[src/rtl/pmsdt_defs.vh]
// Constants for the power sequencing delay timer: register map, field layout,
// reset values, delay tables and latency figures.
// Assumes a 200 MHz clock and a 1 us internal timebase tick.
`ifndef PMSDT_DEFS_VH
`define PMSDT_DEFS_VH

// Timebase.
`define PMSDT_CLK_MHZ        200
`define PMSDT_TICK_US        1
`define PMSDT_TICK_CYCLES    (`PMSDT_TICK_US * `PMSDT_CLK_MHZ)

// APB register byte addresses.
`define PMSDT_ADDR_CTRL      8'h00
`define PMSDT_ADDR_ON_DLY    8'h04
`define PMSDT_ADDR_OFF_DLY   8'h08
`define PMSDT_ADDR_RST_CFG   8'h0C
`define PMSDT_ADDR_GPIO_DLY  8'h10
`define PMSDT_ADDR_STATUS    8'h14
`define PMSDT_ADDR_IRQ_STAT  8'h18
`define PMSDT_ADDR_IRQ_CLR   8'h1C
`define PMSDT_ADDR_IRQ_EN    8'h20

// Field positions.
`define PMSDT_CTRL_SLEEP     0
`define PMSDT_CTRL_OFF       1
`define PMSDT_RST_MASK_LSB   8
`define PMSDT_IRQ_WARN       0
`define PMSDT_IRQ_TRIP       1
`define PMSDT_IRQ_RSTREL     2

// Reset values.
`define PMSDT_RST_ON_DLY     32'h0000_0000
`define PMSDT_RST_OFF_DLY    32'h0000_0000
`define PMSDT_RST_RST_CFG    32'h0000_1F00
`define PMSDT_RST_GPIO_DLY   32'h0000_0000

// Sequencing delays, in us (0.5 ms .. 32 ms).
`define PMSDT_SEQ_US_1       500
`define PMSDT_SEQ_US_2       1000
`define PMSDT_SEQ_US_3       2000
`define PMSDT_SEQ_US_4       4000
`define PMSDT_SEQ_US_5       8000
`define PMSDT_SEQ_US_6       16000
`define PMSDT_SEQ_US_7       32000
// Reset release delays, in us (0.5 ms .. 100 ms).
`define PMSDT_RST_US_0       500
`define PMSDT_RST_US_1       1000
`define PMSDT_RST_US_2       2500
`define PMSDT_RST_US_3       5000
`define PMSDT_RST_US_4       10000
`define PMSDT_RST_US_5       20000
`define PMSDT_RST_US_6       50000
`define PMSDT_RST_US_7       100000
// GPIO delays, in us (1, 5, 10 ms).
`define PMSDT_GPIO_US_1      1000
`define PMSDT_GPIO_US_2      5000
`define PMSDT_GPIO_US_3      10000

// Transition latencies, in us.
`define PMSDT_START_US       620
`define PMSDT_START_LQ_US    920
`define PMSDT_PIN_US         224
`define PMSDT_SLEEP_US       84
`define PMSDT_OFF_US         180

// Thermal levels, in degrees C.
`define PMSDT_TRIP_C         155
`define PMSDT_TRIP_HYST_C    30
`define PMSDT_WARN_HYST_C    20

`endif

[src/rtl/pmsdt_core.v]
// Power sequencing delay timer: rail on/off sequencing, sleep state machine,
// reset release timer, GPIO delays, thermal supervision and APB registers.
// Assumes all inputs are synchronous to clk and die_temp_c is in whole degrees C.
//
// The APB slave port and the address map were decided locally.
`timescale 1ns/1ps
`include "pmsdt_defs.vh"

module pmsdt_core #(
	parameter NUM_RAILS   = 5,
	parameter NUM_GPIO    = 4,
	parameter TICK_CYCLES = `PMSDT_TICK_CYCLES
) (
	// Clock and reset.
	input  wire                 clk,
	input  wire                 nrst,
	// APB slave.
	input  wire                 psel,
	input  wire                 penable,
	input  wire                 pwrite,
	input  wire [7:0]           paddr,
	input  wire [31:0]          pwdata,
	output reg  [31:0]          prdata,
	output reg                  pready,
	output reg                  pslverr,
	// Supply, pin and sensor inputs.
	input  wire                 analog_supply_ok,
	input  wire                 low_quiescent_select_n,
	input  wire                 power_enable_pin,
	input  wire [7:0]           die_temp_c,
	input  wire [NUM_RAILS-1:0] rail_good,
	input  wire [NUM_GPIO-1:0]  gpio_in,
	// Outputs.
	output reg  [NUM_RAILS-1:0] rail_en,
	output reg  [NUM_GPIO-1:0]  gpio_out,
	output reg                  reset_out_n,
	output reg                  thermal_shutdown,
	output reg                  irq
);

	localparam ST_UVLO  = 3'd0;
	localparam ST_LAT   = 3'd1;
	localparam ST_ON    = 3'd2;
	localparam ST_SLEEP = 3'd3;
	localparam ST_DEEP  = 3'd4;
	localparam ST_THERM = 3'd5;

	localparam [7:0] WARN_SET_C = `PMSDT_TRIP_C - `PMSDT_TRIP_HYST_C;
	localparam [7:0] WARN_CLR_C = `PMSDT_TRIP_C - `PMSDT_TRIP_HYST_C - `PMSDT_WARN_HYST_C;
	localparam [7:0] TRIP_SET_C = `PMSDT_TRIP_C;
	localparam [7:0] TRIP_CLR_C = `PMSDT_TRIP_C - `PMSDT_TRIP_HYST_C;

	localparam [10:0] LAT_START    = `PMSDT_START_US / `PMSDT_TICK_US;
	localparam [10:0] LAT_START_LQ = `PMSDT_START_LQ_US / `PMSDT_TICK_US;
	localparam [10:0] LAT_PIN      = `PMSDT_PIN_US / `PMSDT_TICK_US;
	localparam [10:0] LAT_SLEEP    = `PMSDT_SLEEP_US / `PMSDT_TICK_US;
	localparam [10:0] LAT_OFF      = `PMSDT_OFF_US / `PMSDT_TICK_US;

	function [15:0] seq_ticks;
		input [2:0] code;
		begin
			case (code)
			3'd1:    seq_ticks = `PMSDT_SEQ_US_1 / `PMSDT_TICK_US;
			3'd2:    seq_ticks = `PMSDT_SEQ_US_2 / `PMSDT_TICK_US;
			3'd3:    seq_ticks = `PMSDT_SEQ_US_3 / `PMSDT_TICK_US;
			3'd4:    seq_ticks = `PMSDT_SEQ_US_4 / `PMSDT_TICK_US;
			3'd5:    seq_ticks = `PMSDT_SEQ_US_5 / `PMSDT_TICK_US;
			3'd6:    seq_ticks = `PMSDT_SEQ_US_6 / `PMSDT_TICK_US;
			3'd7:    seq_ticks = `PMSDT_SEQ_US_7 / `PMSDT_TICK_US;
			default: seq_ticks = 16'h0000;
			endcase
		end
	endfunction

	function [16:0] rst_ticks;
		input [2:0] code;
		begin
			case (code)
			3'd0:    rst_ticks = `PMSDT_RST_US_0 / `PMSDT_TICK_US;
			3'd1:    rst_ticks = `PMSDT_RST_US_1 / `PMSDT_TICK_US;
			3'd2:    rst_ticks = `PMSDT_RST_US_2 / `PMSDT_TICK_US;
			3'd3:    rst_ticks = `PMSDT_RST_US_3 / `PMSDT_TICK_US;
			3'd4:    rst_ticks = `PMSDT_RST_US_4 / `PMSDT_TICK_US;
			3'd5:    rst_ticks = `PMSDT_RST_US_5 / `PMSDT_TICK_US;
			3'd6:    rst_ticks = `PMSDT_RST_US_6 / `PMSDT_TICK_US;
			default: rst_ticks = `PMSDT_RST_US_7 / `PMSDT_TICK_US;
			endcase
		end
	endfunction

	function [13:0] gpio_ticks;
		input [1:0] code;
		begin
			case (code)
			2'd1:    gpio_ticks = `PMSDT_GPIO_US_1 / `PMSDT_TICK_US;
			2'd2:    gpio_ticks = `PMSDT_GPIO_US_2 / `PMSDT_TICK_US;
			2'd3:    gpio_ticks = `PMSDT_GPIO_US_3 / `PMSDT_TICK_US;
			default: gpio_ticks = 14'h0000;
			endcase
		end
	endfunction

	reg  [31:0] ctrl;
	reg  [31:0] rail_on_delay_sel;
	reg  [31:0] rail_off_delay_sel;
	reg  [31:0] rst_cfg;
	reg  [31:0] gpio_delay_sel;
	reg  [2:0]  irq_stat;
	reg  [2:0]  irq_en;
	reg         off_cmd;
	reg  [15:0] tick_cnt;
	reg         tick;
	reg  [2:0]  state;
	reg  [2:0]  lat_dest;
	reg  [10:0] lat_cnt;
	reg  [10:0] lat_len;
	reg         rails_want;
	reg         pin_q;
	reg         warn_level;
	reg  [16:0] rst_cnt;
	reg  [2:0]  next_irq_stat;
	reg  [31:0] next_rdata;
	reg         next_err;

	wire        apb_acc = psel & penable & ~pready;
	wire        apb_wr  = psel & penable & pready & pwrite;
	wire        pin_rise = power_enable_pin & ~pin_q;
	wire        pin_fall = ~power_enable_pin & pin_q;
	wire        sleep_req = ctrl[`PMSDT_CTRL_SLEEP];
	wire [NUM_RAILS-1:0] rst_mask = rst_cfg[`PMSDT_RST_MASK_LSB +: NUM_RAILS];
	wire        rails_ok = rails_want & (&(rail_good | ~rst_mask));
	wire [16:0] rst_len = rst_ticks(rst_cfg[2:0]);

	// One timebase tick drives every delay counter.
	always @(posedge clk) begin
		if (!nrst) begin
			tick_cnt <= 16'h0000;
			tick     <= 1'b0;
		end else if (tick_cnt == TICK_CYCLES[15:0] - 16'h0001) begin
			tick_cnt <= 16'h0000;
			tick     <= 1'b1;
		end else begin
			tick_cnt <= tick_cnt + 16'h0001;
			tick     <= 1'b0;
		end
	end

	// Thermal supervision with separate hysteresis for trip and warning.
	always @(posedge clk) begin
		if (!nrst) begin
			thermal_shutdown <= 1'b0;
			warn_level       <= 1'b0;
		end else begin
			if (die_temp_c >= TRIP_SET_C)
				thermal_shutdown <= 1'b1;
			else if (die_temp_c <= TRIP_CLR_C)
				thermal_shutdown <= 1'b0;
			if (die_temp_c >= WARN_SET_C)
				warn_level <= 1'b1;
			else if (die_temp_c <= WARN_CLR_C)
				warn_level <= 1'b0;
		end
	end

	// Power state machine. Every transition except entry to ST_THERM or ST_UVLO passes
	// through ST_LAT, whose latency is counted before the rail sequencers see the new target.
	always @(posedge clk) begin
		if (!nrst) begin
			state      <= ST_UVLO;
			lat_dest   <= ST_UVLO;
			lat_cnt    <= 11'h000;
			lat_len    <= 11'h000;
			rails_want <= 1'b0;
			pin_q      <= 1'b0;
		end else begin
			pin_q <= power_enable_pin;
			if (thermal_shutdown) begin
				state      <= ST_THERM;
				rails_want <= 1'b0;
			end else if (!analog_supply_ok) begin
				state      <= ST_UVLO;
				rails_want <= 1'b0;
			end else begin
				case (state)
				ST_UVLO, ST_THERM: begin
					state    <= ST_LAT;
					lat_dest <= ST_ON;
					lat_cnt  <= 11'h000;
					lat_len  <= low_quiescent_select_n ? LAT_START : LAT_START_LQ;
				end
				ST_LAT: begin
					if (tick) begin
						if (lat_cnt >= lat_len - 11'h001) begin
							state      <= lat_dest;
							rails_want <= (lat_dest == ST_ON);
						end else begin
							lat_cnt <= lat_cnt + 11'h001;
						end
					end
				end
				ST_ON: begin
					lat_cnt <= 11'h000;
					if (pin_fall) begin
						state    <= ST_LAT;
						lat_dest <= ST_DEEP;
						lat_len  <= LAT_PIN;
					end else if (off_cmd) begin
						state    <= ST_LAT;
						lat_dest <= ST_DEEP;
						lat_len  <= LAT_OFF;
					end else if (sleep_req) begin
						state    <= ST_LAT;
						lat_dest <= ST_SLEEP;
						lat_len  <= LAT_SLEEP;
					end
				end
				ST_SLEEP: begin
					lat_cnt <= 11'h000;
					if (!sleep_req) begin
						state    <= ST_LAT;
						lat_dest <= ST_ON;
						lat_len  <= LAT_SLEEP;
					end
				end
				ST_DEEP: begin
					lat_cnt <= 11'h000;
					if (pin_rise) begin
						state    <= ST_LAT;
						lat_dest <= ST_ON;
						lat_len  <= LAT_PIN;
					end
				end
				default: state <= ST_UVLO;
				endcase
			end
		end
	end

	// Each rail follows the target after its own on or off delay. A thermal
	// trip bypasses the off delay, since the die must not stay loaded.
	genvar gi;
	generate
		for (gi = 0; gi < NUM_RAILS; gi = gi + 1) begin : g_rail
			reg  [15:0] rc;
			wire [15:0] dly = rails_want ? seq_ticks(rail_on_delay_sel[3*gi +: 3])
			                             : seq_ticks(rail_off_delay_sel[3*gi +: 3]);
			always @(posedge clk) begin
				if (!nrst) begin
					rc         <= 16'h0000;
					rail_en[gi] <= 1'b0;
				end else if (rail_en[gi] == rails_want) begin
					rc <= 16'h0000;
				end else if (dly == 16'h0000 || thermal_shutdown) begin
					rail_en[gi] <= rails_want;
					rc          <= 16'h0000;
				end else if (tick) begin
					if (rc >= dly - 16'h0001) begin
						rail_en[gi] <= rails_want;
						rc          <= 16'h0000;
					end else begin
						rc <= rc + 16'h0001;
					end
				end
			end
		end
		// A GPIO change must stay stable for the whole delay to pass.
		for (gi = 0; gi < NUM_GPIO; gi = gi + 1) begin : g_gpio
			reg  [13:0] gc;
			wire [13:0] gd = gpio_ticks(gpio_delay_sel[2*gi +: 2]);
			always @(posedge clk) begin
				if (!nrst) begin
					gc           <= 14'h0000;
					gpio_out[gi] <= 1'b0;
				end else if (gpio_in[gi] == gpio_out[gi]) begin
					gc <= 14'h0000;
				end else if (gd == 14'h0000) begin
					gpio_out[gi] <= gpio_in[gi];
				end else if (tick) begin
					if (gc >= gd - 14'h0001) begin
						gpio_out[gi] <= gpio_in[gi];
						gc           <= 14'h0000;
					end else begin
						gc <= gc + 14'h0001;
					end
				end
			end
		end
	endgenerate

	// Reset release timer restarts whenever any monitored rail drops.
	always @(posedge clk) begin
		if (!nrst) begin
			reset_out_n <= 1'b0;
			rst_cnt     <= 17'h00000;
		end else if (!rails_ok) begin
			reset_out_n <= 1'b0;
			rst_cnt     <= 17'h00000;
		end else if (!reset_out_n && tick) begin
			if (rst_cnt >= rst_len - 17'h00001)
				reset_out_n <= 1'b1;
			else
				rst_cnt <= rst_cnt + 17'h00001;
		end
	end

	// Sticky events: a set in the same cycle as a clear wins.
	always @* begin
		next_irq_stat = irq_stat;
		if (apb_wr && paddr == `PMSDT_ADDR_IRQ_CLR)
			next_irq_stat = irq_stat & ~pwdata[2:0];
		if (warn_level == 1'b0 && die_temp_c >= WARN_SET_C)
			next_irq_stat[`PMSDT_IRQ_WARN] = 1'b1;
		if (!thermal_shutdown && die_temp_c >= TRIP_SET_C)
			next_irq_stat[`PMSDT_IRQ_TRIP] = 1'b1;
		if (!reset_out_n && rails_ok && tick && rst_cnt >= rst_len - 17'h00001)
			next_irq_stat[`PMSDT_IRQ_RSTREL] = 1'b1;
	end

	always @* begin
		next_err   = 1'b0;
		next_rdata = 32'h0000_0000;
		case (paddr)
		`PMSDT_ADDR_CTRL:     next_rdata = {31'h0000_0000, sleep_req};
		`PMSDT_ADDR_ON_DLY:   next_rdata = rail_on_delay_sel;
		`PMSDT_ADDR_OFF_DLY:  next_rdata = rail_off_delay_sel;
		`PMSDT_ADDR_RST_CFG:  next_rdata = rst_cfg;
		`PMSDT_ADDR_GPIO_DLY: next_rdata = gpio_delay_sel;
		`PMSDT_ADDR_STATUS:   next_rdata = {20'h00000, rail_en, warn_level,
		                                    thermal_shutdown, reset_out_n, rails_want, state};
		`PMSDT_ADDR_IRQ_STAT: next_rdata = {29'h0000_0000, irq_stat};
		`PMSDT_ADDR_IRQ_CLR:  next_rdata = 32'h0000_0000;
		`PMSDT_ADDR_IRQ_EN:   next_rdata = {29'h0000_0000, irq_en};
		default:              next_err   = 1'b1;
		endcase
	end

	// APB slave: pready rises one cycle into the access phase.
	always @(posedge clk) begin
		if (!nrst) begin
			pready             <= 1'b0;
			pslverr            <= 1'b0;
			prdata             <= 32'h0000_0000;
			ctrl               <= 32'h0000_0000;
			rail_on_delay_sel  <= `PMSDT_RST_ON_DLY;
			rail_off_delay_sel <= `PMSDT_RST_OFF_DLY;
			rst_cfg            <= `PMSDT_RST_RST_CFG;
			gpio_delay_sel     <= `PMSDT_RST_GPIO_DLY;
			irq_stat           <= 3'h0;
			irq_en             <= 3'h0;
			off_cmd            <= 1'b0;
			irq                <= 1'b0;
		end else begin
			pready   <= apb_acc;
			pslverr  <= apb_acc & next_err;
			prdata   <= (apb_acc && !pwrite) ? next_rdata : 32'h0000_0000;
			irq_stat <= next_irq_stat;
			irq      <= |(next_irq_stat & irq_en);
			off_cmd  <= apb_wr && paddr == `PMSDT_ADDR_CTRL && pwdata[`PMSDT_CTRL_OFF];
			if (apb_wr) begin
				case (paddr)
				`PMSDT_ADDR_CTRL:     ctrl <= {31'h0000_0000, pwdata[`PMSDT_CTRL_SLEEP]};
				`PMSDT_ADDR_ON_DLY:   rail_on_delay_sel <= {17'h00000, pwdata[14:0]};
				`PMSDT_ADDR_OFF_DLY:  rail_off_delay_sel <= {17'h00000, pwdata[14:0]};
				`PMSDT_ADDR_RST_CFG:  rst_cfg <= {19'h00000, pwdata[12:8], 5'h00, pwdata[2:0]};
				`PMSDT_ADDR_GPIO_DLY: gpio_delay_sel <= {24'h000000, pwdata[7:0]};
				`PMSDT_ADDR_IRQ_EN:   irq_en <= pwdata[2:0];
				default:              ctrl <= ctrl;
				endcase
			end
		end
	end

endmodule

[config.mk]
export PLATFORM = sky130hd
export DESIGN_NAME = pmsdt_core
export DESIGN_NICKNAME = d
export VERILOG_FILES = /design/src/rtl/pmsdt_core.v
export VERILOG_INCLUDE_DIRS = /design/src /design/src/rtl
export SDC_FILE = /design/constraint.sdc
export NUM_CORES = 1
export LEC_CHECK = 0
export BUFFER_PORTS_ARGS = -buffer_cell sky130_fd_sc_hd__clkbuf_2
export CAP_MARGIN = 15
export CELL_PAD_IN_SITES_DETAIL_PLACEMENT = 1
export CELL_PAD_IN_SITES_GLOBAL_PLACEMENT = 2
export CORE_UTILIZATION = 40
export CTS_BUF_LIST = sky130_fd_sc_hd__clkbuf_4 sky130_fd_sc_hd__clkbuf_8 sky130_fd_sc_hd__clkbuf_16
export DETAILED_ROUTE_END_ITERATION = 7
export PLACE_DENSITY = 0.89
export SETUP_SLACK_MARGIN = 0.15
export SYNTH_ARGS = -nofsm -noshare
export SYNTH_HDL_FRONTEND = slang
export SYNTH_SLANG_ARGS = --single-unit
[constraint.sdc]
create_clock -name clk -period 7.2 [get_ports clk]
set_clock_uncertainty 0.2 [all_clocks]
set_input_delay 1.44 -clock clk [delete_from_list [all_inputs] [get_ports clk]]
set_output_delay 1.44 -clock clk [all_outputs]
set_load 0.005 [all_outputs]
==> results by group <==
Outcome
  • Status: finished, final reports clean

Global routing
  • First-pass GRT wire length: ~85000 um
  • Pin count of the biggest net entering global routing: 61
  • Vias in the first global route: 16700
  • Grt ovf: 0
  • GRT Total Usage: between 20% and 30%
  • Initial antenna violation count: 1

Drt
  • DR vias: about 16000
  • Post-Route WL: roughly 52000 um
  • Post-DRT Antenna Nets: 0
  • Number of remaining DRC errors: 0
  • Vias per cell: roughly 5.7
  • WL/cell: roughly 18 um
  • Drt first pass iters: 4
  • Iteration-0 DRC Markers: approximately 620

CTS
  • CTS resizes: 0
  • # clock sinks: 280
  • H-tree depth: 2
  • Deepest clock path buffer count: 3
  • Number of CTS-inserted buffers: 37
  • Post-CTS setup buffer count: 0
  • Clock root buffer: clkbuf_16
  • Worst-path clk slew: roughly 0.050 ns
  • TritonCTS clock tree: yes
  • Clock Latency Late Sink: around 0.55 ns
  • # hold bufs at CTS: 0

Synthesis
  • Synthesized area: about 0.018 mm^2
  • Distinct cell type count after synthesis: 80
  • Cells after synthesis: roughly 2300
  • Primary FF master, synth: dfxtp_1
  • Post-Synth Adder-Cell Area: roughly an eighth
  • Post-synthesis compound-gate area fraction: between 10% and 20%
  • Synth Warn #: 0
  • Avg Synthesized Cell Area: between 7 and 8 um^2
  • Mux contribution to synthesized area: approximately 1.3%
  • Yosys reg bits: 280
  • Ys async rst share: 0%
  • Share of the synthesized area in the top cell type: approximately a third
  • Sequential element share of the synthesized area: 31.4%
  • Top post-synthesis cells by area: dfxtp_1 31%, ha_1 12%, nand2_1 5.8%
  • Xor/xnor cell area share of the yosys netlist: under 10%
  • Largest area contributor in the netlist: dfxtp_1
  • EDFF count, synth: 0
  • Largest family of logic cells by synthesized area: simple AND/OR/NAND/NOR gates
  • Simple-gate share of the synthesized area: 25.7%

Setup path
  • Reg2reg end: g_rail[2].rc[15]
  • R2R depth: 15
  • Worst Path Required: between 7 and 8 ns
  • CP max FO: 42
  • R2R Path Start: rails_want
  • Worst EP arrival: ~5.0 ns
  • Reg-to-reg setup timing slack: about 2.5 ns
  • WS Path Type: reg2reg
  • Startpoint types: flop
  • CP endpoint kind: flop

Placement
  • Setup slack at placement: ~2.5 ns
  • RD Place Congestion: around 0.82
  • Final HPWL DP: roughly 38000 um
  • Placed instance area: roughly 0.019 mm^2
  • Port bufs: 76

STA
  • Slew Limit Headroom: a little under a fifth
  • Setup TNS: 0 ns
  • Final Cycle Share: 65.6%
  • Worst setup slack after layout: ~2.5 ns
  • WHS: roughly 0.27 ns
  • Final Setup Violations: 0
  • RSZ-0062 raised after global routing: false
  • Worst-Margin Slew: 1.22 ns
  • Final Max Slew Viols: 0
  • Final Hold Viols: 0
  • Fmax: approximately 210 MHz
  • Fin crit period: 4.72 ns

Finish
  • Number of fill cells: ~5400
  • Share of cells above drive strength 1: 8.20%
  • Final instance area: 0.0199 mm^2
  • Layout Utilization: a little under half
  • Nets: approximately 2500
  • Area Growth Syn to Fin: 11.5%

Die
  • Die area: approximately 0.045 mm^2
  • # rows: just under 80
  • I/O pins: ~110
  • Starting density of the core: 40.5%
  • Chip height: between 200 and 250 um
  • CORE AREA: roughly 0.044 mm^2
  • Die X: 213 um

Power
  • Switch Pwr: between 800 and 900 uW
  • PwrDens: between 150 and 200 mW/mm^2
  • Sequential power share: 42.2%
  • Leak pwr: ~8.1 nW
  • Int Power: slightly below 3 mW
  • Maximum vdd drop: 0.158 mV
  • Combinational share of power: around 3.5%
  • Sw Ratio: 22.4%
  • Clock share of power: 54.3%

Hold path
  • Min-Delay Path Class: reg2reg
  • HP Start: g_gpio[1].gc[1]
  • Hold endpoint: g_gpio[1].gc[1]
  • Hold Crit Depth: 2

Job
  • Max-cap violations: 0
[synth_stat cells (all sizes together), types with 12 or more instances]
| cell | instances |
|---|---|
| a211oi | 23 |
| a21oi | 167 |
| a22oi | 30 |
| a31oi | 19 |
| and2 | 26 |
| and3 | 47 |
| and4 | 17 |
| buf | 46 |
| clkbuf | 78 |
| dfxtp | 280 |
| ha | 172 |
| inv | 74 |
| mux2i | 22 |
| nand2 | 277 |
| nand2b | 12 |
| nand3 | 111 |
| nand4 | 54 |
| nor2 | 255 |
| nor2b | 26 |
| nor3 | 35 |
| o21a | 19 |
| o21ai | 77 |
| or2 | 12 |
| or3 | 25 |
| xnor2 | 62 |
| xor2 | 112 |
[routing by layer]
layer	routed length, um	GRT usage (%)	vias to the layer above	share of wire [%]
met4	1650	9.11	0	3.2
met5	0	0	-	0
met3	2100	3.50	110	4.1
met2	24900	40.2	273	48
met1	23000	28.1	7959	45
li1	-	-	7975	-
[kinds of logic after synthesis]
logic type / count (synthesis)
AO/OA/AOI/OAI: 454
adder cells (fa/ha/maj): 172
AND/OR/NAND/NOR: 948
multiplexers: 23
XOR/XNOR: 174
flip-flops: 280
buffers and inverters: 198
other: 1
[cells in the final DEF, fill, tap and decap left out, types with 10 or more instances in the layout]
cell type / n
or3_1: 25
o22ai_1: 10
xor2_1: 112
nand2_1: 277
nand4_1: 54
nor2_1: 254
conb_1: 17
and4_1: 17
o21ai_0: 72
o31ai_1: 10
a31oi_1: 19
nand2b_1: 11
xnor2_1: 62
a211oi_1: 22
nor3_1: 35
dfxtp_1: 278
buf_4: 12
nor2b_1: 26
ha_1: 172
or2_2: 11
clkbuf_2: 76
clkbuf_16: 39
nand3_1: 111
inv_1: 73
a22oi_1: 30
mux2i_1: 22
and2_1: 23
and3_1: 47
a21oi_1: 166
o2111ai_1: 11
o21a_1: 19
[metrics by stage]
step                instances  total power [mW]
finish                   2887              3.72
global route             2886              3.86
CTS                      2886              3.78
detailed placement       2822              1.74
global placement         2822              1.73
floorplan                2266              1.69
[flip-flops by register name (all words and copies together), names as in the netlist, 11 cells and up]
name                count
rail_on_delay_sel      15
g_gpio.gc              56
rst_cnt                17
prdata                 15
lat_cnt                11
tick_cnt               16
rail_off_delay_sel     15
g_rail.rc              80
[power groups by stage]
stage | Combinational [mW] | Sequential (mW) | Clock [mW]
floorplan | 0.0888 | 1.60 | 0
global placement | 0.128 | 1.60 | 0
detailed placement | 0.132 | 1.61 | 0
CTS | 0.132 | 1.57 | 2.07
global route | 0.147 | 1.57 | 2.14
finish | 0.131 | 1.57 | 2.02
[critical path, cell delays in order (launching register included)]
cell and delay, ns:
dfxtp_2 0.53, buf_4 0.46, nor2_1 0.17, and3_1 0.22, a31oi_1 0.26, ha_1 0.24, nand2_1 0.09, nor4_1 0.48
nor2_1 0.13, ha_1 0.32, nand2_1 0.08, o21ai_0 0.13, a2111oi_0 0.48, a21oi_1 0.19, or2_1 0.46, nor2_1 0.19
[final cells by class]
class / instances / area, um^2 / share of cell area [%]
inverter: 74 / 278 / 1.40
sequential: 280 / 5610 / 28.2
antenna: 1 / 2.50 / 0.0126
clock buffer: 49 / 1090 / 5.50
clock inverter: 15 / 236 / 1.19
multi-input combinational: 1788 / 11500 / 57.6
tap: 592 / 741 / 3.72
timing repair buffer: 88 / 470 / 2.36
[how the worst max path moves through the flow]
stage / startpoint / to / slack, ns / depth (start not counted)
after global placement: rails_want / g_rail[2].rc[15] / 2.70 / 15
after global routing: rails_want / g_rail[2].rc[6] / 2.01 / 15
after CTS: rails_want / g_rail[2].rc[15] / 2.49 / 15
after floorplan: rails_want / g_rail[1].rc[10] / 3.36 / 17
after detailed placement: rails_want / g_rail[2].rc[15] / 2.52 / 15
final: rails_want / g_rail[2].rc[15] / 2.48 / 15
No activity file was read; power rests on OpenSTA's default activity.
